File: config.mk
export PLATFORM = sky130hd
export DESIGN_NAME = gbc_ports
export DESIGN_NICKNAME = d
export VERILOG_FILES = /design/src/gbc_pkg.sv /design/src/gbc_pin_cell.sv /design/src/gbc_ports.sv
export SDC_FILE = /design/constraint.sdc
export NUM_CORES = 1
export LEC_CHECK = 0
export ABC_AREA = 1
export BUFFER_PORTS_ARGS = -buffer_cell sky130_fd_sc_hd__buf_2
export CAP_MARGIN = 20
export CORE_MARGIN = 2
export CORE_UTILIZATION = 54
export DETAILED_ROUTE_END_ITERATION = 12
export PLACE_DENSITY_LB_ADDON = 0.3
export SETUP_SLACK_MARGIN = 0.4
export SYNTH_ARGS = -nofsm -noshare
export SYNTH_HDL_FRONTEND = slang
export SYNTH_SLANG_ARGS = --single-unit
File: constraint.sdc
create_clock -name aclk -period 4.7 [get_ports aclk]
set_input_delay 0.705 -clock aclk [delete_from_list [all_inputs] [get_ports aclk]]
set_output_delay 0.705 -clock aclk [all_outputs]
set_load 0.05 [all_outputs]
File: src/gbc_pkg.sv
// Purpose: Shared constants and types for the port B and port C block.
// Assumes: AXI4-Lite register access with 32-bit data, one word per register.
// Notes: Pin drive and pull controls are computed per pin by gbc_pin_cell.

package gbc_pkg;

    ////////////////////////////////////////////////////////////////////////////
    // Register byte offsets.
    localparam logic [7:0] OFF_PB_DATA = 8'h00;
    localparam logic [7:0] OFF_PB_DIR = 8'h04;
    localparam logic [7:0] OFF_PB_FSEL = 8'h08;
    localparam logic [7:0] OFF_PB_NOPD = 8'h0c;
    localparam logic [7:0] OFF_PB_OD = 8'h10;
    localparam logic [7:0] OFF_PC_DATA = 8'h14;
    localparam logic [7:0] OFF_PC_DIR = 8'h18;
    localparam logic [7:0] OFF_PC_OPT = 8'h1c;
    localparam logic [7:0] OFF_PRESC = 8'h20;

    ////////////////////////////////////////////////////////////////////////////
    // Field positions.
    localparam int FSEL_TAP11_BIT = 3;
    localparam int FSEL_TAP16_BIT = 2;
    localparam int FSEL_TAP12_BIT = 1;
    localparam int FSEL_WAKE_BIT = 0;
    localparam int PCOPT_NOPD_BIT = 3;
    localparam int PCOPT_OD_BIT = 2;
    localparam int PWM_PIN_BIT = 3;

    ////////////////////////////////////////////////////////////////////////////
    // Reset values.
    localparam logic [3:0] RST_PB_DATA = 4'h0;
    localparam logic [3:0] RST_PB_DIR = 4'h0;
    localparam logic [3:0] RST_PB_FSEL = 4'h0;
    localparam logic [3:0] RST_PB_NOPD = 4'h0;
    localparam logic [3:0] RST_PB_OD = 4'h0;
    localparam logic [3:0] RST_PC_DATA = 4'h0;
    localparam logic RST_PC_DIR = 1'b0;
    localparam logic [3:0] RST_PC_OPT = 4'h0;
    localparam logic RST_PRESC = 1'b0;

    ////////////////////////////////////////////////////////////////////////////
    // Bus answers.
    localparam logic [1:0] RESP_OKAY = 2'h0;
    localparam logic [1:0] RESP_SLVERR = 2'h2;

    ////////////////////////////////////////////////////////////////////////////
    // Types.
    typedef struct packed {
        logic dir;
        logic value;
        logic od;
        logic nopd;
        logic pu_opt;
        logic pd_opt;
        logic hiz;
    } gbc_pin_ctl_t;

    typedef struct packed {
        logic out;
        logic oe;
        logic pu;
        logic pd;
    } gbc_pin_drv_t;

    typedef struct packed {
        logic [3:0] pb_data;
        logic [3:0] pb_dir;
        logic [3:0] pb_fsel;
        logic [3:0] pb_nopd;
        logic [3:0] pb_od;
        logic [3:0] pc_data;
        logic pc_dir;
        logic [3:0] pc_opt;
        logic pwm_pin_enable;
    } gbc_regs_t;

endpackage : gbc_pkg

File: src/gbc_pin_cell.sv
// Purpose: Drive and pull decision for one I/O pin.
// Assumes: Controls come from registers on the same clock.
// Notes: Purely combinational; the caller registers the result.

`timescale 1ns/1ps

module gbc_pin_cell (
    // Pin controls
    input gbc_pkg::gbc_pin_ctl_t ctl,
    // Pin drive
    output gbc_pkg::gbc_pin_drv_t drv
);

    always_comb begin
        // Open-drain releases the pin for a high level instead of driving.
        drv.oe = ctl.dir & ~ctl.hiz & ~(ctl.od & ctl.value);
        drv.out = ctl.od ? 1'b0 : ctl.value;
        // Pull-up needs open-drain and pull-down forbids it, so the two
        // can never meet on one pin.
        drv.pd = ctl.pd_opt & ~ctl.nopd & ~ctl.od;
        drv.pu = ctl.pu_opt & ctl.od & (~ctl.dir | ctl.value);
    end

endmodule : gbc_pin_cell

File: src/gbc_ports.sv
// Purpose: Port B and port C general purpose I/O with AXI4-Lite registers.
// Assumes: Counter, prescaler taps and sleep state are on aclk.
// Notes: Pin outputs are registered, so they follow settings by one cycle.

`timescale 1ns/1ps

module gbc_ports #(
    parameter logic [3:0] PB_PULLUP_PRESENT = 4'hf,
    parameter logic [3:0] PB_PULLDOWN_PRESENT = 4'hf
) (
    // Clock and reset
    input wire logic aclk,
    input wire logic aresetn,
    // Write address and data
    input wire logic s_axi_awvalid,
    output logic s_axi_awready,
    input wire logic [7:0] s_axi_awaddr,
    input wire logic s_axi_wvalid,
    output logic s_axi_wready,
    input wire logic [31:0] s_axi_wdata,
    input wire logic [3:0] s_axi_wstrb,
    // Write response
    output logic s_axi_bvalid,
    input wire logic s_axi_bready,
    output logic [1:0] s_axi_bresp,
    // Read address and data
    input wire logic s_axi_arvalid,
    output logic s_axi_arready,
    input wire logic [7:0] s_axi_araddr,
    output logic s_axi_rvalid,
    input wire logic s_axi_rready,
    output logic [31:0] s_axi_rdata,
    output logic [1:0] s_axi_rresp,
    // Device context
    input wire logic sleep_mode,
    input wire logic porta_reset_combo,
    input wire logic counter_running,
    input wire logic pwm_wave,
    input wire logic prescaler_tap_11,
    input wire logic prescaler_tap_16,
    input wire logic prescaler_tap_12,
    output logic wake_request,
    // Port B pins
    input wire logic [3:0] pb_in,
    output logic [3:0] pb_out,
    output logic [3:0] pb_oe,
    output logic [3:0] pb_pullup_en,
    output logic [3:0] pb_pulldown_en,
    // Port C pins
    input wire logic [3:0] pc_in,
    output logic [3:0] pc_out,
    output logic [3:0] pc_oe
);

    ////////////////////////////////////////////////////////////////////////////
    // Address decode shared by the write and read paths.

    function automatic logic addr_known(input logic [7:0] addr);
        addr_known = (addr == gbc_pkg::OFF_PB_DATA) ||
                     (addr == gbc_pkg::OFF_PB_DIR) ||
                     (addr == gbc_pkg::OFF_PB_FSEL) ||
                     (addr == gbc_pkg::OFF_PB_NOPD) ||
                     (addr == gbc_pkg::OFF_PB_OD) ||
                     (addr == gbc_pkg::OFF_PC_DATA) ||
                     (addr == gbc_pkg::OFF_PC_DIR) ||
                     (addr == gbc_pkg::OFF_PC_OPT) ||
                     (addr == gbc_pkg::OFF_PRESC);
    endfunction : addr_known

    ////////////////////////////////////////////////////////////////////////////
    // Pin synchronisers.

    logic [3:0] pb_s1;
    logic [3:0] pb_s2;
    logic [3:0] pc_s1;
    logic [3:0] pc_s2;

    always_ff @(posedge aclk) begin
        pb_s1 <= pb_in;
        pb_s2 <= pb_s1;
        pc_s1 <= pc_in;
        pc_s2 <= pc_s1;
    end

    ////////////////////////////////////////////////////////////////////////////
    // Register bus slave and register file.

    gbc_pkg::gbc_regs_t regs;
    gbc_pkg::gbc_regs_t next_regs;
    logic aw_held;
    logic next_aw_held;
    logic [7:0] aw_addr;
    logic [7:0] next_aw_addr;
    logic w_held;
    logic next_w_held;
    logic [3:0] w_data;
    logic [3:0] next_w_data;
    logic w_lane0;
    logic next_w_lane0;
    logic next_bvalid;
    logic [1:0] next_bresp;
    logic next_rvalid;
    logic [31:0] next_rdata;
    logic [1:0] next_rresp;
    logic aw_hs;
    logic w_hs;
    logic ar_hs;
    logic do_write;
    logic [7:0] wr_addr;
    logic [3:0] wr_data;
    logic wr_lane0;

    assign s_axi_awready = ~aw_held & ~s_axi_bvalid;
    assign s_axi_wready = ~w_held & ~s_axi_bvalid;
    assign s_axi_arready = ~s_axi_rvalid;
    assign aw_hs = s_axi_awvalid & s_axi_awready;
    assign w_hs = s_axi_wvalid & s_axi_wready;
    assign ar_hs = s_axi_arvalid & s_axi_arready;

    always_comb begin
        next_regs = regs;
        next_aw_held = aw_held;
        next_aw_addr = aw_addr;
        next_w_held = w_held;
        next_w_data = w_data;
        next_w_lane0 = w_lane0;
        next_bvalid = s_axi_bvalid;
        next_bresp = s_axi_bresp;
        next_rvalid = s_axi_rvalid;
        next_rdata = s_axi_rdata;
        next_rresp = s_axi_rresp;
        wr_addr = aw_held ? aw_addr : s_axi_awaddr;
        wr_data = w_held ? w_data : s_axi_wdata[3:0];
        wr_lane0 = w_held ? w_lane0 : s_axi_wstrb[0];
        do_write = (aw_held | aw_hs) & (w_held | w_hs);
        if (s_axi_bvalid && s_axi_bready) begin
            next_bvalid = 1'b0;
        end
        if (aw_hs) begin
            next_aw_held = 1'b1;
            next_aw_addr = s_axi_awaddr;
        end
        if (w_hs) begin
            next_w_held = 1'b1;
            next_w_data = s_axi_wdata[3:0];
            next_w_lane0 = s_axi_wstrb[0];
        end
        if (do_write) begin
            next_aw_held = 1'b0;
            next_w_held = 1'b0;
            next_bvalid = 1'b1;
            next_bresp = addr_known(wr_addr) ? gbc_pkg::RESP_OKAY
                                             : gbc_pkg::RESP_SLVERR;
            if (wr_lane0) begin
                unique case (wr_addr)
                    gbc_pkg::OFF_PB_DATA: next_regs.pb_data = wr_data;
                    gbc_pkg::OFF_PB_DIR: next_regs.pb_dir = wr_data;
                    gbc_pkg::OFF_PB_FSEL: next_regs.pb_fsel = wr_data;
                    gbc_pkg::OFF_PB_NOPD: next_regs.pb_nopd = wr_data;
                    gbc_pkg::OFF_PB_OD: next_regs.pb_od = wr_data;
                    gbc_pkg::OFF_PC_DATA: next_regs.pc_data = wr_data;
                    gbc_pkg::OFF_PC_DIR: next_regs.pc_dir = wr_data[0];
                    gbc_pkg::OFF_PC_OPT: next_regs.pc_opt = wr_data;
                    gbc_pkg::OFF_PRESC: next_regs.pwm_pin_enable = wr_data[0];
                    default: next_regs = regs;
                endcase
            end
        end
        if (s_axi_rvalid && s_axi_rready) begin
            next_rvalid = 1'b0;
        end
        if (ar_hs) begin
            next_rvalid = 1'b1;
            next_rdata = 32'h0;
            next_rresp = addr_known(s_axi_araddr) ? gbc_pkg::RESP_OKAY
                                                  : gbc_pkg::RESP_SLVERR;
            unique case (s_axi_araddr)
                // Data addresses show the pins, never the stored value.
                gbc_pkg::OFF_PB_DATA: next_rdata[3:0] = pb_s2;
                gbc_pkg::OFF_PB_DIR: next_rdata[3:0] = regs.pb_dir;
                gbc_pkg::OFF_PB_FSEL: next_rdata[3:0] = regs.pb_fsel;
                gbc_pkg::OFF_PB_NOPD: next_rdata[3:0] = regs.pb_nopd;
                gbc_pkg::OFF_PB_OD: next_rdata[3:0] = regs.pb_od;
                gbc_pkg::OFF_PC_DATA: next_rdata[3:0] = pc_s2;
                gbc_pkg::OFF_PC_DIR: next_rdata[0] = regs.pc_dir;
                gbc_pkg::OFF_PC_OPT: next_rdata[3:0] = regs.pc_opt;
                gbc_pkg::OFF_PRESC: next_rdata[0] = regs.pwm_pin_enable;
                default: next_rdata = 32'h0;
            endcase
        end
    end

    always_ff @(posedge aclk) begin
        if (!aresetn) begin
            regs.pb_data <= gbc_pkg::RST_PB_DATA;
            regs.pb_dir <= gbc_pkg::RST_PB_DIR;
            regs.pb_fsel <= gbc_pkg::RST_PB_FSEL;
            regs.pb_nopd <= gbc_pkg::RST_PB_NOPD;
            regs.pb_od <= gbc_pkg::RST_PB_OD;
            regs.pc_data <= gbc_pkg::RST_PC_DATA;
            regs.pc_dir <= gbc_pkg::RST_PC_DIR;
            regs.pc_opt <= gbc_pkg::RST_PC_OPT;
            regs.pwm_pin_enable <= gbc_pkg::RST_PRESC;
            aw_held <= 1'b0;
            aw_addr <= 8'h00;
            w_held <= 1'b0;
            w_data <= 4'h0;
            w_lane0 <= 1'b0;
            s_axi_bvalid <= 1'b0;
            s_axi_bresp <= gbc_pkg::RESP_OKAY;
            s_axi_rvalid <= 1'b0;
            s_axi_rdata <= 32'h0;
            s_axi_rresp <= gbc_pkg::RESP_OKAY;
        end else begin
            regs <= next_regs;
            aw_held <= next_aw_held;
            aw_addr <= next_aw_addr;
            w_held <= next_w_held;
            w_data <= next_w_data;
            w_lane0 <= next_w_lane0;
            s_axi_bvalid <= next_bvalid;
            s_axi_bresp <= next_bresp;
            s_axi_rvalid <= next_rvalid;
            s_axi_rdata <= next_rdata;
            s_axi_rresp <= next_rresp;
        end
    end

    ////////////////////////////////////////////////////////////////////////////
    // Pin drive.

    logic [3:0] pb_value;
    gbc_pkg::gbc_pin_drv_t pb_drv [4];
    gbc_pkg::gbc_pin_drv_t pc_drv [4];
    logic [3:0] next_pb_out;
    logic [3:0] next_pb_oe;
    logic [3:0] next_pb_pu;
    logic [3:0] next_pb_pd;
    logic [3:0] next_pc_out;
    logic [3:0] next_pc_oe;
    logic next_wake;

    always_comb begin
        pb_value = regs.pb_data;
        if (regs.pwm_pin_enable && counter_running) begin
            pb_value[gbc_pkg::PWM_PIN_BIT] = pwm_wave;
        end
        if (regs.pb_fsel[gbc_pkg::FSEL_TAP11_BIT]) begin
            pb_value[2] = prescaler_tap_11;
        end
        if (regs.pb_fsel[gbc_pkg::FSEL_TAP16_BIT]) begin
            pb_value[1] = prescaler_tap_16;
        end
        if (regs.pb_fsel[gbc_pkg::FSEL_TAP12_BIT]) begin
            pb_value[0] = prescaler_tap_12;
        end
    end

    for (genvar i = 0; i < 4; i++) begin : g_pin
        gbc_pin_cell u_pb (
            .ctl('{dir: regs.pb_dir[i], value: pb_value[i],
                   od: regs.pb_od[i], nopd: regs.pb_nopd[i],
                   pu_opt: PB_PULLUP_PRESENT[i],
                   pd_opt: PB_PULLDOWN_PRESENT[i], hiz: 1'b0}),
            .drv(pb_drv[i])
        );
        // Port C pulls are handled outside this block.
        gbc_pin_cell u_pc (
            .ctl('{dir: regs.pc_dir, value: regs.pc_data[i],
                   od: regs.pc_opt[gbc_pkg::PCOPT_OD_BIT],
                   nopd: regs.pc_opt[gbc_pkg::PCOPT_NOPD_BIT],
                   pu_opt: 1'b0, pd_opt: 1'b0,
                   hiz: sleep_mode}),
            .drv(pc_drv[i])
        );
        assign next_pb_out[i] = pb_drv[i].out;
        assign next_pb_oe[i] = pb_drv[i].oe;
        assign next_pb_pu[i] = pb_drv[i].pu;
        assign next_pb_pd[i] = pb_drv[i].pd;
        assign next_pc_out[i] = pc_drv[i].out;
        assign next_pc_oe[i] = pc_drv[i].oe;
    end

    always_comb begin
        next_wake = sleep_mode & porta_reset_combo &
                    regs.pb_fsel[gbc_pkg::FSEL_WAKE_BIT];
    end

    // Registering the pins costs a cycle but keeps glitches off the pads.
    always_ff @(posedge aclk) begin
        if (!aresetn) begin
            pb_out <= 4'h0;
            pb_oe <= 4'h0;
            pb_pullup_en <= 4'h0;
            pb_pulldown_en <= PB_PULLDOWN_PRESENT;
            pc_out <= 4'h0;
            pc_oe <= 4'h0;
            wake_request <= 1'b0;
        end else begin
            pb_out <= next_pb_out;
            pb_oe <= next_pb_oe;
            pb_pullup_en <= next_pb_pu;
            pb_pulldown_en <= next_pb_pd;
            pc_out <= next_pc_out;
            pc_oe <= next_pc_oe;
            wake_request <= next_wake;
        end
    end
endmodule : gbc_ports
Yosys cells after proc, flatten, opt, wreduce, memory -nomap -nowiden
Cells that the tools add are included.
{ "totals": {"register_bits": 96, "in_bits": 74} }
{ "classes": {"n_bitwise": 65, "n_eq_ne": 16, "n_reduce_logical": 38, "n_mux": 15} }
{ "ops": {"columns": ["op", "n"], "rows": [
  ["== test 8 x 5 -> 1 bit (second input constant)", 8],
  ["bitwise AND 1 bit", 33],
  ["== test 8 x 4 -> 1 bit (second input constant)", 4],
  ["AND reduction 3 bit", 9],
  ["inverter 1 bit", 26],
  ["case mux 3 bit (7 select lines)", 1],
  ["== test 8 x 3 -> 1 bit (second input constant)", 2],
  ["== test 8 x 6 -> 1 bit (second input constant)", 2],
  ["zero test 8 bit", 2],
  ["logical OR 1 bit", 16],
  ["OR reduction 2 bit", 6],
  ["two-way mux 1 bit", 9],
  ["case mux 1 bit (9 select lines)", 1],
  ["two-way mux 8 bit", 1],
  ["OR 1 bit", 6],
  ["two-way mux 2 bit", 2],
  ["two-way mux 4 bit", 1],
  ["nonzero test 2 bit", 2],
  ["logical AND 1 bit", 3]
]} }

Longest topological paths before layout
Gate-level depths: netlist of the first run.
{ "depth": {"word_depth": 11, "depth_mapped": 12, "mapped_depth_nobuf": 11} }

Cells and area by module
From an unflattened synthesis of the first run, not the netlist that was laid out.
{ "unflattened": {"cells_unflattened": 610, "hier_area_um2": 4297.9} }
{ "modules_own_cells": {"columns": ["mod", "seq_area_each_um2", "cells_per_inst", "area_each_um2", "instances"], "rows": [
  ["gbc_ports", 1881.8, 522, 3917.5, 1],
  ["gbc_pin_cell", 0.0, 11, 47.5, 8]
]} }

Worst setup path after synthesis of the first run
OpenSTA, ideal clock, no wires.
{ "synth_path": {"path_kind": "flip-flop to flip-flop", "from": "reg s_axi_bvalid", "to": "reg regs[27] in the netlist's numbering", "arrival_time_ps": 1818, "stages_incl_launch_ff": 12, "setup_slack_ps": 2767, "setup_time_ps": 115, "period_less_slack_ps": 1933, "path_cell_list": "dfxtp_1 > nor2_4 > nand2_4 > nand2_2 > nand2_2 > inv_2 > nand2_4 > nor2_4 > buf_6 > nand3_1 > nand2_1 > nor2_1"} }
{ "synth_between": {"elab_chain_len": 6, "elab_cells_between_ends": 9} }
{ "synth_rtl": {"columns": ["element", "line_no", "text"], "rows": [
  ["start: declaration", "gbc_ports.sv:23", "output logic s_axi_bvalid,"],
  ["start signal: assignment", "gbc_ports.sv:221", "s_axi_bvalid <= next_bvalid;"],
  ["inverter 1 bit", "gbc_ports.sv:114", "assign s_axi_wready = ~w_held & ~s_axi_bvalid;"],
  ["bitwise AND 1 bit", "gbc_ports.sv:114", null],
  ["net s_axi_wready", "gbc_ports.sv:19", "output logic s_axi_wready,"],
  ["bitwise AND 1 bit", "gbc_ports.sv:117", "assign w_hs = s_axi_wvalid & s_axi_wready;"],
  ["OR 1 bit", "gbc_ports.sv:135", "do_write = (aw_held | aw_hs) & (w_held | w_hs);"],
  ["bitwise AND 1 bit", "gbc_ports.sv:135", null],
  ["AND reduction 3 bit (no line)", null, null],
  ["end signal: assignment", "gbc_ports.sv:215", "regs <= next_regs;"],
  ["end: declaration", "gbc_ports.sv:88", "gbc_pkg::gbc_regs_t regs;"]
]} }
The timed path passes the listed nets, and every way through them passes these cells.
A chain may end at the register's enable or synchronous reset.

Final worst setup path of the first run
{ "layout_path": {"from": "reg aw_held", "to": "reg regs[10] in the netlist's numbering"} }
{ "layout_between": {"elab_chain_len": 6, "elab_cells_between_ends": 8} }
{ "layout_rtl": {"columns": ["element", "line_no", "text"], "rows": [
  ["start: declaration", "gbc_ports.sv:90", "logic aw_held;"],
  ["start signal: assignment", "gbc_ports.sv:216", "aw_held <= next_aw_held;"],
  ["inverter 1 bit", "gbc_ports.sv:113", "assign s_axi_awready = ~aw_held & ~s_axi_bvalid;"],
  ["bitwise AND 1 bit", "gbc_ports.sv:113", null],
  ["bitwise AND 1 bit", "gbc_ports.sv:116", "assign aw_hs = s_axi_awvalid & s_axi_awready;"],
  ["OR 1 bit", "gbc_ports.sv:135", null],
  ["bitwise AND 1 bit", "gbc_ports.sv:135", null],
  ["AND reduction 3 bit (no line) (*)", null, null]
]} }
Every way passes the cells marked *; elsewhere a longest branch is shown, timed or not.

==> metrics.md, run 1 <==
| Metric | Value |
|---|---|
| Outcome | `finished, final reports clean` |
| Hold Crit Class | `reg2reg` |
| Distinct cells, synth | `34` |
| Register area share after synthesis | `45.8%` |
| Clock Power Share | `35.5%` |
| Sw Ratio | `30.2%` |
| GRT overflow | `0` |
| Leakage power | `2.17 nW` |
| Fin crit share | `45.8%` |
| Clock sink count | `94` |
| CP peak stage delay | `0.69 ns` |
| Die Span X | `91.3 µm` |
| CP max FO | `25` |
| Syn Inst Count | `542` |
| TritonCTS buffer count | `9` |
| Tmin final | `2.15 ns` |
| Final WL | `8770 µm` |
| Max-slew violation count | `0` |
| Vias | `3,606` |
| Gp weighted congestion | `0.923` |
| Fmax | `0.464 GHz` |
| Internal | `1.26 mW` |
| Bufs and invs on worst path | `1` |
| Tot GR Track Use | `21.6%` |
| Final layout net count | `686` |
| Dpl hpwl | `6220 µm` |
| Clock Skew | `0.00807 ns` |
| Crit path top cell by count | `nand2_1` |
| Worst Setup End Kind | `register` |
| Hold Buf Count CTS | `0` |
| Post-CTS sizing | `0` |
| Final hold vios | `0` |
| CP Launch Type | `register` |
| Clk buf depth | `2` |
| Place WS | `2.36 ns` |
| Worst-skew pair later-pin latency | `0.36 ns` |
| Number of remaining DRC errors | `0` |
| Critical path, cell by cell | `inv_4 > or2_1 > o21ai_2 > nand2_1 > nor2_4 > nand2_1 > nand2_1 > nand2_1 > nor2_1` |
| Seq pwr share | `47.3%` |
| Placement Rows | `31` |
| Critical R2R Launch | `aw_held` |
| First-pass GRT wire length | `14,600 µm` |
| Routed WL per cell | `12.2 µm` |
| I/O Buffers | `78` |
| Pin count of the biggest net entering global routing | `57` |
| Slew margin rel. | `45.1%` |
| Drt pass-1 iters | `5` |
| Final ANT Viol Nets | `0` |
| CP max stage cell | `dfxtp_1` |
| Power per cell area | `390 mW/mm²` |
| Critical path class | `reg2reg` |
| Max-cap violations | `0` |
| Synth Cell Area | `0.00411 mm²` |
| CP arrival | `2.45 ns` |
| Reg clk slew, reported paths | `0.09 ns` |
| Fin Setup TNS | `0 ns` |
| Slack of the critical path | `2.55 ns` |
| Antenna violations before repair | `0` |
| Critical path's top delay family | `simple AND/OR/NAND/NOR gates` |
| Final setup fails | `0` |
| Starting DRC count in detailed routing | `283` |
| Logic gate share of total power | `17.2%` |
| Number of diodes | `0` |
| Crit. Startpoint | `aw_held` |
| Critical path required time | `5.00 ns` |
| Hold Startpoint | `pb_s1[0]` |
| Vias in the first global route | `3,270` |
| Final instance area | `0.00463 mm²` |
| Yosys reg bits | `94` |
| Die ar. | `0.00833 mm²` |
| CORE AREA | `0.00733 mm²` |
| Avg Vias per Cell | `5.04` |
| Post-CTS Setup Inserts | `0` |
| Post-DP Area | `0.00438 mm²` |
| Layout cells sized above 1 | `19.3%` |
| Fill cell total of the finished layout | `658` |
| Net Switching | `0.545 mW` |
| Die H | `91.3 µm` |
| Root buf cell | `clkbuf_8` |
| H-tree depth | `3` |
| Peak VDD IR | `0.285 mV` |
| Initial core utilization | `56.1%` |
| Worst Max-Slew Pin Slew | `0.821 ns` |
| Clock tree from TritonCTS | `yes` |
| RSZ-0062 raised after global routing | `false` |
| Syn avg cell area | `7.59 µm²` |
| Syn. warnings | `0` |
| Layout area overhead | `12.5%` |
| IO Count | `140` |
cells by family (layout without fill, tap and decap cells):
family          after synthesis  in the layout  synth area share [%]
buf+inv                      99            145                  13.4
flops                        94             94                  45.8
mux                           5              5                  1.31
compound gates               82             82                  10.8
other cells                   1             30                0.0912
simple gates                261            261                  28.6
path summary, 6_finish.rpt:
kind         endpoint  slack, ns  depth (start not counted)
max          regs[10]       2.55                          9
min          pb_s2[0]       0.34                          0
max reg2reg  regs[10]       2.55                          9
min reg2reg  pb_s2[0]       0.34                          0
metrics by stage:
| stage | cells | util (%) | power (mW) | hold slack (ns) |
|---|---|---|---|---|
| after floorplan | 571 | - | 1.15 | 0.310 |
| after global placement | 700 | 59.8 | 1.17 | 0.312 |
| after detailed placement | 700 | 59.8 | 1.18 | 0.315 |
| after CTS | 716 | 63.1 | 1.81 | 0.337 |
| after global routing | 716 | 63.1 | 1.88 | 0.341 |
| final | 716 | 63.1 | 1.81 | 0.335 |
synthesized netlist by cell type:
master / n / area [µm²]
dfxtp_1: 94 / 1880
nand2_1: 89 / 334
nor2_1: 84 / 315
nand3_1: 60 / 300
inv_1: 48 / 180
a21oi_1: 41 / 205
buf_4: 31 / 233
o21ai_0: 29 / 145
buf_6: 8 / 90.1
clkbuf_1: 7 / 26.3
nor2_4: 6 / 67.6
nor3_1: 5 / 25.0
mux2i_1: 4 / 40.0
nand2_2: 4 / 25.0
o21ai_1: 4 / 20.0
buf_1: 3 / 11.3
o21ai_2: 3 / 26.3
or2_1: 3 / 18.8
nand2_4: 2 / 22.5
o31ai_2: 2 / 25.0
or2_2: 2 / 12.5
a22oi_1: 1 / 7.51
and3_1: 1 / 6.26
conb_1: 1 / 3.75
inv_2: 1 / 3.75
inv_4: 1 / 6.26
mux2i_2: 1 / 13.8
nand3_2: 1 / 10.0
nand3b_1: 1 / 7.51
nand4_1: 1 / 6.26
nor2_2: 1 / 6.26
nor2_8: 1 / 20.0
o211ai_1: 1 / 7.51
o21a_1: 1 / 7.51
state kept, by name, summed over array words and instances, names as in the netlist, 4 cells and up:
signal and cells:
s_axi_rdata 4, aw_addr 8, pb_pulldown_en 4, pb_s2 4
pc_s2 4, w_data 4, pb_s1 4, regs 30
pc_s1 4, pb_out 4, pc_oe 4, pb_pullup_en 4
pb_oe 4, pc_out 4
layout make-up:
| class | instances | area (µm²) | area share, % |
|---|---|---|---|
| repair buffers | 79 | 398 | 8.60 |
| multi-input cells | 378 | 1790 | 38.6 |
| clock buffers | 10 | 128 | 2.76 |
| well taps | 99 | 124 | 2.68 |
| clock inverters | 6 | 118 | 2.54 |
| inverters | 50 | 190 | 4.11 |
| flip-flops and latches | 94 | 1880 | 40.7 |
power by group through the flow:
stage	registers, mW	clock network [mW]	logic, mW
2_1_floorplan	0.876	0	0.269
3_3_place_gp	0.871	0	0.301
3_5_place_dp	0.872	0	0.309
4_1_cts	0.854	0.649	0.311
5_1_grt	0.858	0.688	0.339
6_report	0.854	0.640	0.311
layer usage:
layer,vias to the layer above,global-route usage (%),wire [µm],share of wire (%)
met5,-,0,0,0
met4,0,9.09,199,2.3
met3,17,3.65,560,6.4
met2,142,35.8,4230,48
met1,1636,27.8,3780,43
li1,1811,-,-,-
cell usage in the layout (no fill, tap or decap), types with 4 or more instances in the layout:
cell type  synthesis  final
nor2_1            84     84
nand3_1           60     60
nor2_4             6      6
nand2_1           89     89
nand2_2            4      4
dfxtp_1           94     94
conb_1             1     30
a21oi_1           41     41
mux2i_1            4      4
o21ai_1            4      4
buf_2              0     78
clkbuf_8           0      9
inv_1             48     48
o21ai_0           29     29
nor3_1             5      5
Note: power is estimated with default switching activity, not from simulation.
==> run 2, diff against run 1 <==
- ABC_AREA: 1 -> 0
- CORE_UTILIZATION: 54 -> 49
- clock period: 4.7 -> 2.08 ns (I/O delays scaled with it)
==> metrics.md, run 2 <==
| Metric | Value |
|---|---|
| Peak VDD IR | `0.380 mV (+33%)` |
| Layout cells sized above 1 | `28.5% (+9.2 points)` |
| Worst Setup End Kind | `register` |
| Clock sink count | `94 (unchanged)` |
| CP max stage cell | `dfxtp_4` |
| CP Launch Type | `register` |
| Top reg by flops | `regs` |
| Placed cells | `552 (-21%)` |
| Layout area overhead | `16.8%` |
| Avg Vias per Cell | `4.89 (-2.9%)` |
| Vias in the first global route | `2,618 (-20%)` |
| Pin count of the biggest net entering global routing | `35 (-39%)` |
| Internal | `2.47 mW (+96%)` |
| TritonCTS buffer count | `9 (unchanged)` |
| Most frequent cells in the layout | `dfxtp_1, buf_2, mux2i_1` |
| Fin crit share | `77.8% (+32 points)` |
| Commonest cells in the netlist | `dfxtp_1, mux2i_1, nand2_1` |
| Syn. warnings | `0 (unchanged)` |
| Hold path cells | `1 (+1)` |
| Hold Crit Class | `in2reg` |
| I/O Buffers | `78 (unchanged)` |
| Register area share after synthesis | `48.5% (+2.7 points)` |
| Critical path required time | `2.32 ns (-2.68 ns)` |
| Seq pwr share | `53.1% (+5.8 points)` |
| Max reg flops | `30 (unchanged)` |
| CORE AREA | `0.00769 mm² (+4.9%)` |
| RR Endpoint | `regs[18]` |
| Initial core utilization | `50.5% (-5.6 points)` |
| Gp weighted congestion | `0.882 (-4.4%)` |
| Place WS | `0.0898 ns (-2.28 ns)` |
| R2R Setup Slk | `0.46 ns (-2.08 ns)` |
| H-tree depth | `3 (unchanged)` |
| Final hold vios | `0 (unchanged)` |
| Distinct cells, synth | `48 (+41%)` |
| Synth top area share | `48.5% (+2.7 points)` |
| Critical R2R Launch | `aw_held` |
| Hold Slack | `0.0413 ns (-0.294 ns)` |
| Syn avg cell area | `10.1 µm² (+33%)` |
| Post-synth EDFFs | `0 (unchanged)` |
| Final WL | `7680 µm (-12%)` |
| Yosys reg bits | `94 (unchanged)` |
| Synth Cell Area | `0.00388 mm² (-5.5%)` |
| Final instance area | `0.00454 mm² (-1.9%)` |
| Die Span X | `93.0 µm (+1.9%)` |
| CP max FO | `7 (-72%)` |
| R2R cell count | `5 (-4)` |
| First-pass GRT wire length | `12,300 µm (-16%)` |
| Die ar. | `0.00865 mm² (+3.9%)` |
| Routed WL per cell | `13.4 µm (+9.7%)` |
| Sw Ratio | `30.5% (+0.26 points)` |
| Tot GR Track Use | `18.0% (-3.6 points)` |
| Outcome | `finished, final reports clean` |
| IO Count | `140 (unchanged)` |
| Vias | `2,798 (-22%)` |
| Syn Inst Count | `385 (-29%)` |
| Clock Skew | `0.00993 ns (+0.00186 ns)` |
| Cell Count, Final, Fillers Out | `572 (-20%)` |
| Fmax | `0.618 GHz (+33%)` |
| Bufs and invs on worst path | `0 (-1)` |
| Power per cell area | `784 mW/mm² (+100%)` |
| Worst Hold Path EP | `pb_s1[1]` |
| Number of remaining DRC errors | `0 (unchanged)` |
| Die H | `93.0 µm (+1.9%)` |
| Placement Rows | `32 (+3.2%)` |
| Async S/R FF share, synth | `0% (unchanged)` |
| Synth area leaders | `dfxtp_1, mux2i_1, buf_4, nand2_1, mux2_2` |
| Slack of the critical path | `0.462 ns (-2.08 ns)` |
| Hold Buf Count CTS | `0 (unchanged)` |
| Worst Max-Slew Pin Slew | `0.500 ns (-0.321 ns)` |
| Final layout net count | `539 (-21%)` |
| Hold Startpoint | `pb_in[1]` |
| Logic gate share of total power | `15.3% (-1.9 points)` |
| Worst-skew pair later-pin latency | `0.36 ns (about the same)` |
| Biggest area consumer among synthesized cells | `dfxtp_1` |
| Starting DRC count in detailed routing | `63 (-78%)` |
| Leakage power | `2.11 nW (-2.9%)` |
| Max-cap violations | `0 (unchanged)` |
| Net Switching | `1.08 mW (+99%)` |
| Tmin final | `1.62 ns (-0.536 ns)` |
| Fin Setup TNS | `0 ns (unchanged)` |
| Antenna violations before repair | `0 (unchanged)` |
| Number of diodes | `0 (unchanged)` |
| Most common cell after layout, fill and taps aside | `dfxtp_1` |
| Final ANT Viol Nets | `0 (unchanged)` |
| Post-DP Area | `0.00426 mm² (-2.8%)` |
| Critical path's top delay family | `simple AND/OR/NAND/NOR gates` |
| Root buf cell | `clkbuf_8` |
| RSZ-0062 raised after global routing | `true` |
| Critical path class | `reg2reg` |
| Most frequent cell after synthesis | `dfxtp_1` |
| GRT overflow | `0 (unchanged)` |
| Dpl hpwl | `5540 µm (-11%)` |
| Drt pass-1 iters | `4 (-1)` |
| Clock tree from TritonCTS | `yes` |
| Max-slew violation count | `0 (unchanged)` |
| Final setup fails | `0 (unchanged)` |
| Primary FF master, synth | `dfxtp_1` |
| CP arrival | `1.85 ns (-0.60 ns)` |
| Reg clk slew, reported paths | `0.10 ns (about the same)` |
| CP peak stage delay | `0.38 ns (-0.31 ns)` |
| Clock Power Share | `31.5% (-4.0 points)` |
| Slew margin rel. | `66.7% (+22 points)` |
| Clk buf depth | `2 (unchanged)` |
| Critical path, cell by cell | `or3_4 > o31ai_4 > and3_4 > nand3_2 > mux2i_1` |
| Largest regs | `regs x30, aw_addr x8` |
==> run 2: changes by cell type after synthesis, moves of 7 or more <==
cell / previous run / this run
nand2_1: 89 / 50
and2_1: 0 / 7
mux2_2: 0 / 13
buf_6: 8 / 0
nor2_1: 84 / 10
o21ai_0: 29 / 7
nor2b_1: 0 / 17
nand3_1: 60 / 4
mux2i_1: 4 / 51
a21oi_1: 41 / 21
inv_1: 48 / 7
==> run 2: how the worst max path moves through the flow <==
stage,startpoint,end,cells past startpoint
3_5_place_dp,aw_held,regs[10],5
2_1_floorplan,s_axi_bvalid,regs[18],6
3_3_place_gp,s_axi_awaddr[0],regs[10],6
4_1_cts,s_axi_bvalid,regs[11],5
6_report,aw_held,regs[18],5
5_1_grt,aw_held,regs[23],5
==> run 2: cells by family (layout without fill, tap and decap cells) <==
family	count (synthesis)	count (layout)	share of synthesized area (%)
other cells	1	30	0.0966
buf+inv	53	109	8.25
simple gates	120	120	16.8
flops	94	94	48.5
mux	65	65	17.5
compound gates	52	52	8.92
==> run 2: final cells by class <==
class / instances / area [µm²]
Inverter: 8 / 30.0
Multi-Input combinational cell: 267 / 1850
Clock buffer: 9 / 124
Timing Repair Buffer: 85 / 459
Sequential cell: 94 / 1890
Clock inverter: 7 / 57.6
Tap cell: 102 / 128
Fill cell: 708 / 3150
==> run 2: what timing repair did <==
action,CTS,global route
pin swaps,2,3
setup endpoints to repair,31,26
gates cloned,0,0
setup buffers,3,1
resized for setup,5,7
==> run 2: power groups by stage <==
stage	Combinational [mW]	Clock, mW	Sequential [mW]
2_1_floorplan	0.429	0	1.95
3_5_place_dp	0.513	0	1.93
5_1_grt	0.589	1.22	1.90
4_1_cts	0.530	1.14	1.89
3_3_place_gp	0.509	0	1.93
6_report	0.546	1.12	1.89
==> run 2: through the flow <==
step | power, mW | util (%)
global route | 3.71 | 59.0
global placement | 2.43 | 55.4
detailed placement | 2.44 | 55.4
CTS | 3.56 | 58.4
finish | 3.56 | 59.0
floorplan | 2.38 | -
==> run 2: layer usage <==
metal	up-vias	track usage [%]	wire length [µm]
met3	11	3.22	314
met1	1282	23.6	3590
li1	1437	-	-
met5	-	0	0
met4	0	7.35	135
met2	68	29.3	3650
==> run 3, diff against run 2 <==
- clock period: 2.08 -> 1.6 ns (I/O delays scaled with it)
==> metrics.md, run 3 (synthesized netlist as in run 2, its figures left out) <==
| Metric | Value |
|---|---|
| Clock sink count | `94 (unchanged)` |
| Post-Route Utilization | `66.8% (+7.8 points)` |
| Vias in the first global route | `2,798 (+6.9%)` |
| Tot GR Track Use | `19.9% (+1.9 points)` |
| Final WL | `8790 µm (+14%)` |
| CP max stage cell | `dfxtp_4` |
| Critical path required time | `1.84 ns (-0.48 ns)` |
| I/O Buffers | `78 (unchanged)` |
| Logic gate share of total power | `18.9% (+3.6 points)` |
| GRT overflow | `0 (unchanged)` |
| Fill cell total of the finished layout | `595 (-16%)` |
| Number of diodes | `0 (unchanged)` |
| Clk buf depth | `2 (unchanged)` |
| Antenna violations before repair | `0 (unchanged)` |
| Worst-skew pair later-pin latency | `0.36 ns (about the same)` |
| Internal | `3.42 mW (+38%)` |
| Fin Setup TNS | `0 ns (unchanged)` |
| Cell Count, Final, Fillers Out | `604 (+5.6%)` |
| Place WS | `-0.106 ns (-0.196 ns)` |
| Largest regs | `regs x30, aw_addr x8` |
| CP max FO | `7 (unchanged)` |
| Gp weighted congestion | `0.811 (-8.1%)` |
| Clock tree from TritonCTS | `yes` |
| Die H | `93.0 µm (unchanged)` |
| Crit. Startpoint | `aw_held` |
| Final hold vios | `0 (unchanged)` |
| Root buf cell | `clkbuf_8` |
| Vias | `3,036 (+8.5%)` |
| R2R cell count | `6 (+1)` |
| Die ar. | `0.00865 mm² (unchanged)` |
| Critical R2R Launch | `aw_held` |
| Hold Crit Class | `in2reg` |
| Fmax | `0.627 GHz (+1.5%)` |
| Slack of the critical path | `0.00549 ns (-0.456 ns)` |
| Max-cap violations | `0 (unchanged)` |
| Seq pwr share | `50.1% (-3.0 points)` |
| Final layout net count | `571 (+5.9%)` |
| CP peak stage delay | `0.38 ns (about the same)` |
| Dpl hpwl | `6070 µm (+9.6%)` |
| Outcome | `finished, final reports clean` |
| Drt pass-1 iters | `4 (unchanged)` |
| Pin count of the biggest net entering global routing | `24 (-31%)` |
| CP Launch Type | `register` |
| Final setup fails | `0 (unchanged)` |
| Routed WL per cell | `14.5 µm (+8.3%)` |
| Max-slew violation count | `0 (unchanged)` |
| Net Switching | `1.49 mW (+37%)` |
| Critical path class | `reg2reg` |
| Number of remaining DRC errors | `0 (unchanged)` |
| Most frequent cells in the layout | `dfxtp_1, buf_2, nand2_1` |
| Clock Power Share | `31.0% (-0.5 points)` |
| Sw Ratio | `30.3% (-0.11 points)` |
| IO Count | `140 (unchanged)` |
| R2R Setup Slk | `0.005 ns (-0.46 ns)` |
| Placed cells | `570 (+3.3%)` |
| Critical path, cell by cell | `or3_4 > o31ai_4 > and3_4 > buf_12 > nand4_4 > mux2i_1` |
| Fin crit share | `99.7% (+22 points)` |
| TritonCTS buffer count | `9 (unchanged)` |
| Placement Rows | `32 (unchanged)` |
| Reg clk slew, reported paths | `0.10 ns (about the same)` |
| Avg Vias per Cell | `5.03 (+2.8%)` |
| Power per cell area | `955 mW/mm² (+22%)` |
| Layout area overhead | `32.3%` |
| Worst Setup End Kind | `register` |
| RSZ-0062 raised after global routing | `true` |
| Peak VDD IR | `0.571 mV (+50%)` |
| CORE AREA | `0.00769 mm² (unchanged)` |
| Starting DRC count in detailed routing | `118 (+87%)` |
| Worst setup path end | `regs[23]` |
| RR Endpoint | `regs[23]` |
| Most common cell after layout, fill and taps aside | `dfxtp_1` |
| Tmin final | `1.59 ns (-0.0238 ns)` |
| Clock Skew | `0.00975 ns (-0.000189 ns)` |
| Leakage power | `2.37 nW (+13%)` |
| Initial core utilization | `50.5% (unchanged)` |
| Die Span X | `93.0 µm (unchanged)` |
| Final ANT Viol Nets | `0 (unchanged)` |
| Max reg flops | `30 (unchanged)` |
| CP arrival | `1.84 ns (about the same)` |
| First-pass GRT wire length | `13,400 µm (+8.4%)` |
| H-tree depth | `3 (unchanged)` |
| Layout cells sized above 1 | `38.4% (+9.9 points)` |
| Top reg by flops | `regs` |
run 3: changes by cell type in the layout (fill, tap and decap cells not counted), sizes merged:
cell	delta
buf	+9
dlygate4sd3	+8
clkbuf	+16
clkinv	-2
inv	+3
clkinvlp	-2
run 3: repair_timing:
action	CTS	global route
buffers inserted	6	3
hold buffers	8	0
endpoints found under the hold margin	8	0
gates resized for setup	47	46
pin swaps	9	9
setup endpoints to repair	60	67
cloned	1	0
run 3: area by class of cell:
class,instances,area [µm²],area share [%]
Tap cell,102,128,2.48
Timing Repair Buffer,117,862,16.8
Inverter,8,30.0,0.584
Clock inverter,6,51.3,0.998
Multi-Input combinational cell,267,2030,39.5
Sequential cell,94,1900,37.0
Clock buffer,10,138,2.68
run 3: per-stage QoR:
stage | power, mW | area [µm²] | hold slack, ns
after global routing | 5.08 | 5140 | 0.110
final | 4.91 | 5140 | 0.111
after global placement | 3.25 | 4470 | 0.312
after CTS | 4.87 | 4960 | 0.101
after detailed placement | 3.27 | 4470 | 0.315
after floorplan | 3.13 | 4110 | 0.268
run 3: worst min-delay path by stage:
stage                            startpoint           end  slack (ns)  cells after the start
after floorplan                    pb_in[0]      pb_s1[0]        0.27                      0
after global placement             pc_s1[3]      pc_s2[3]        0.31                      0
after detailed placement           pb_s1[1]      pb_s2[1]        0.31                      0
after CTS                     s_axi_arvalid  s_axi_rvalid        0.10                      2
after global routing      porta_reset_combo  wake_request        0.11                      3
final                         s_axi_arvalid  s_axi_rvalid        0.11                      2
run 3: metal layers:
| layer | share of wire, % | track usage (%) | vias up |
|---|---|---|---|
| met1 | 45 | 26.5 | 1413 |
| li1 | - | - | 1510 |
| met2 | 49 | 32.0 | 103 |
| met3 | 4.9 | 3.79 | 10 |
| met5 | 0 | 0 | - |
| met4 | 1.5 | 7.72 | 0 |
run 3: power by group through the flow:
stage | Sequential, mW | Clock, mW | Combinational [mW]
after detailed placement | 2.50 | 0 | 0.761
after floorplan | 2.53 | 0 | 0.593
final | 2.46 | 1.52 | 0.930
after global routing | 2.47 | 1.62 | 0.988
after global placement | 2.50 | 0 | 0.748
after CTS | 2.46 | 1.54 | 0.883
run 3: worst max-delay path, delay by kind of cell (launching register included):
kind                   cells  cell delay [ns]
AND/OR/NAND/NOR            3             0.72
buffers and inverters      1             0.13
flip-flops                 1             0.38
AO/OA/AOI/OAI              1             0.08
multiplexers               1             0.16
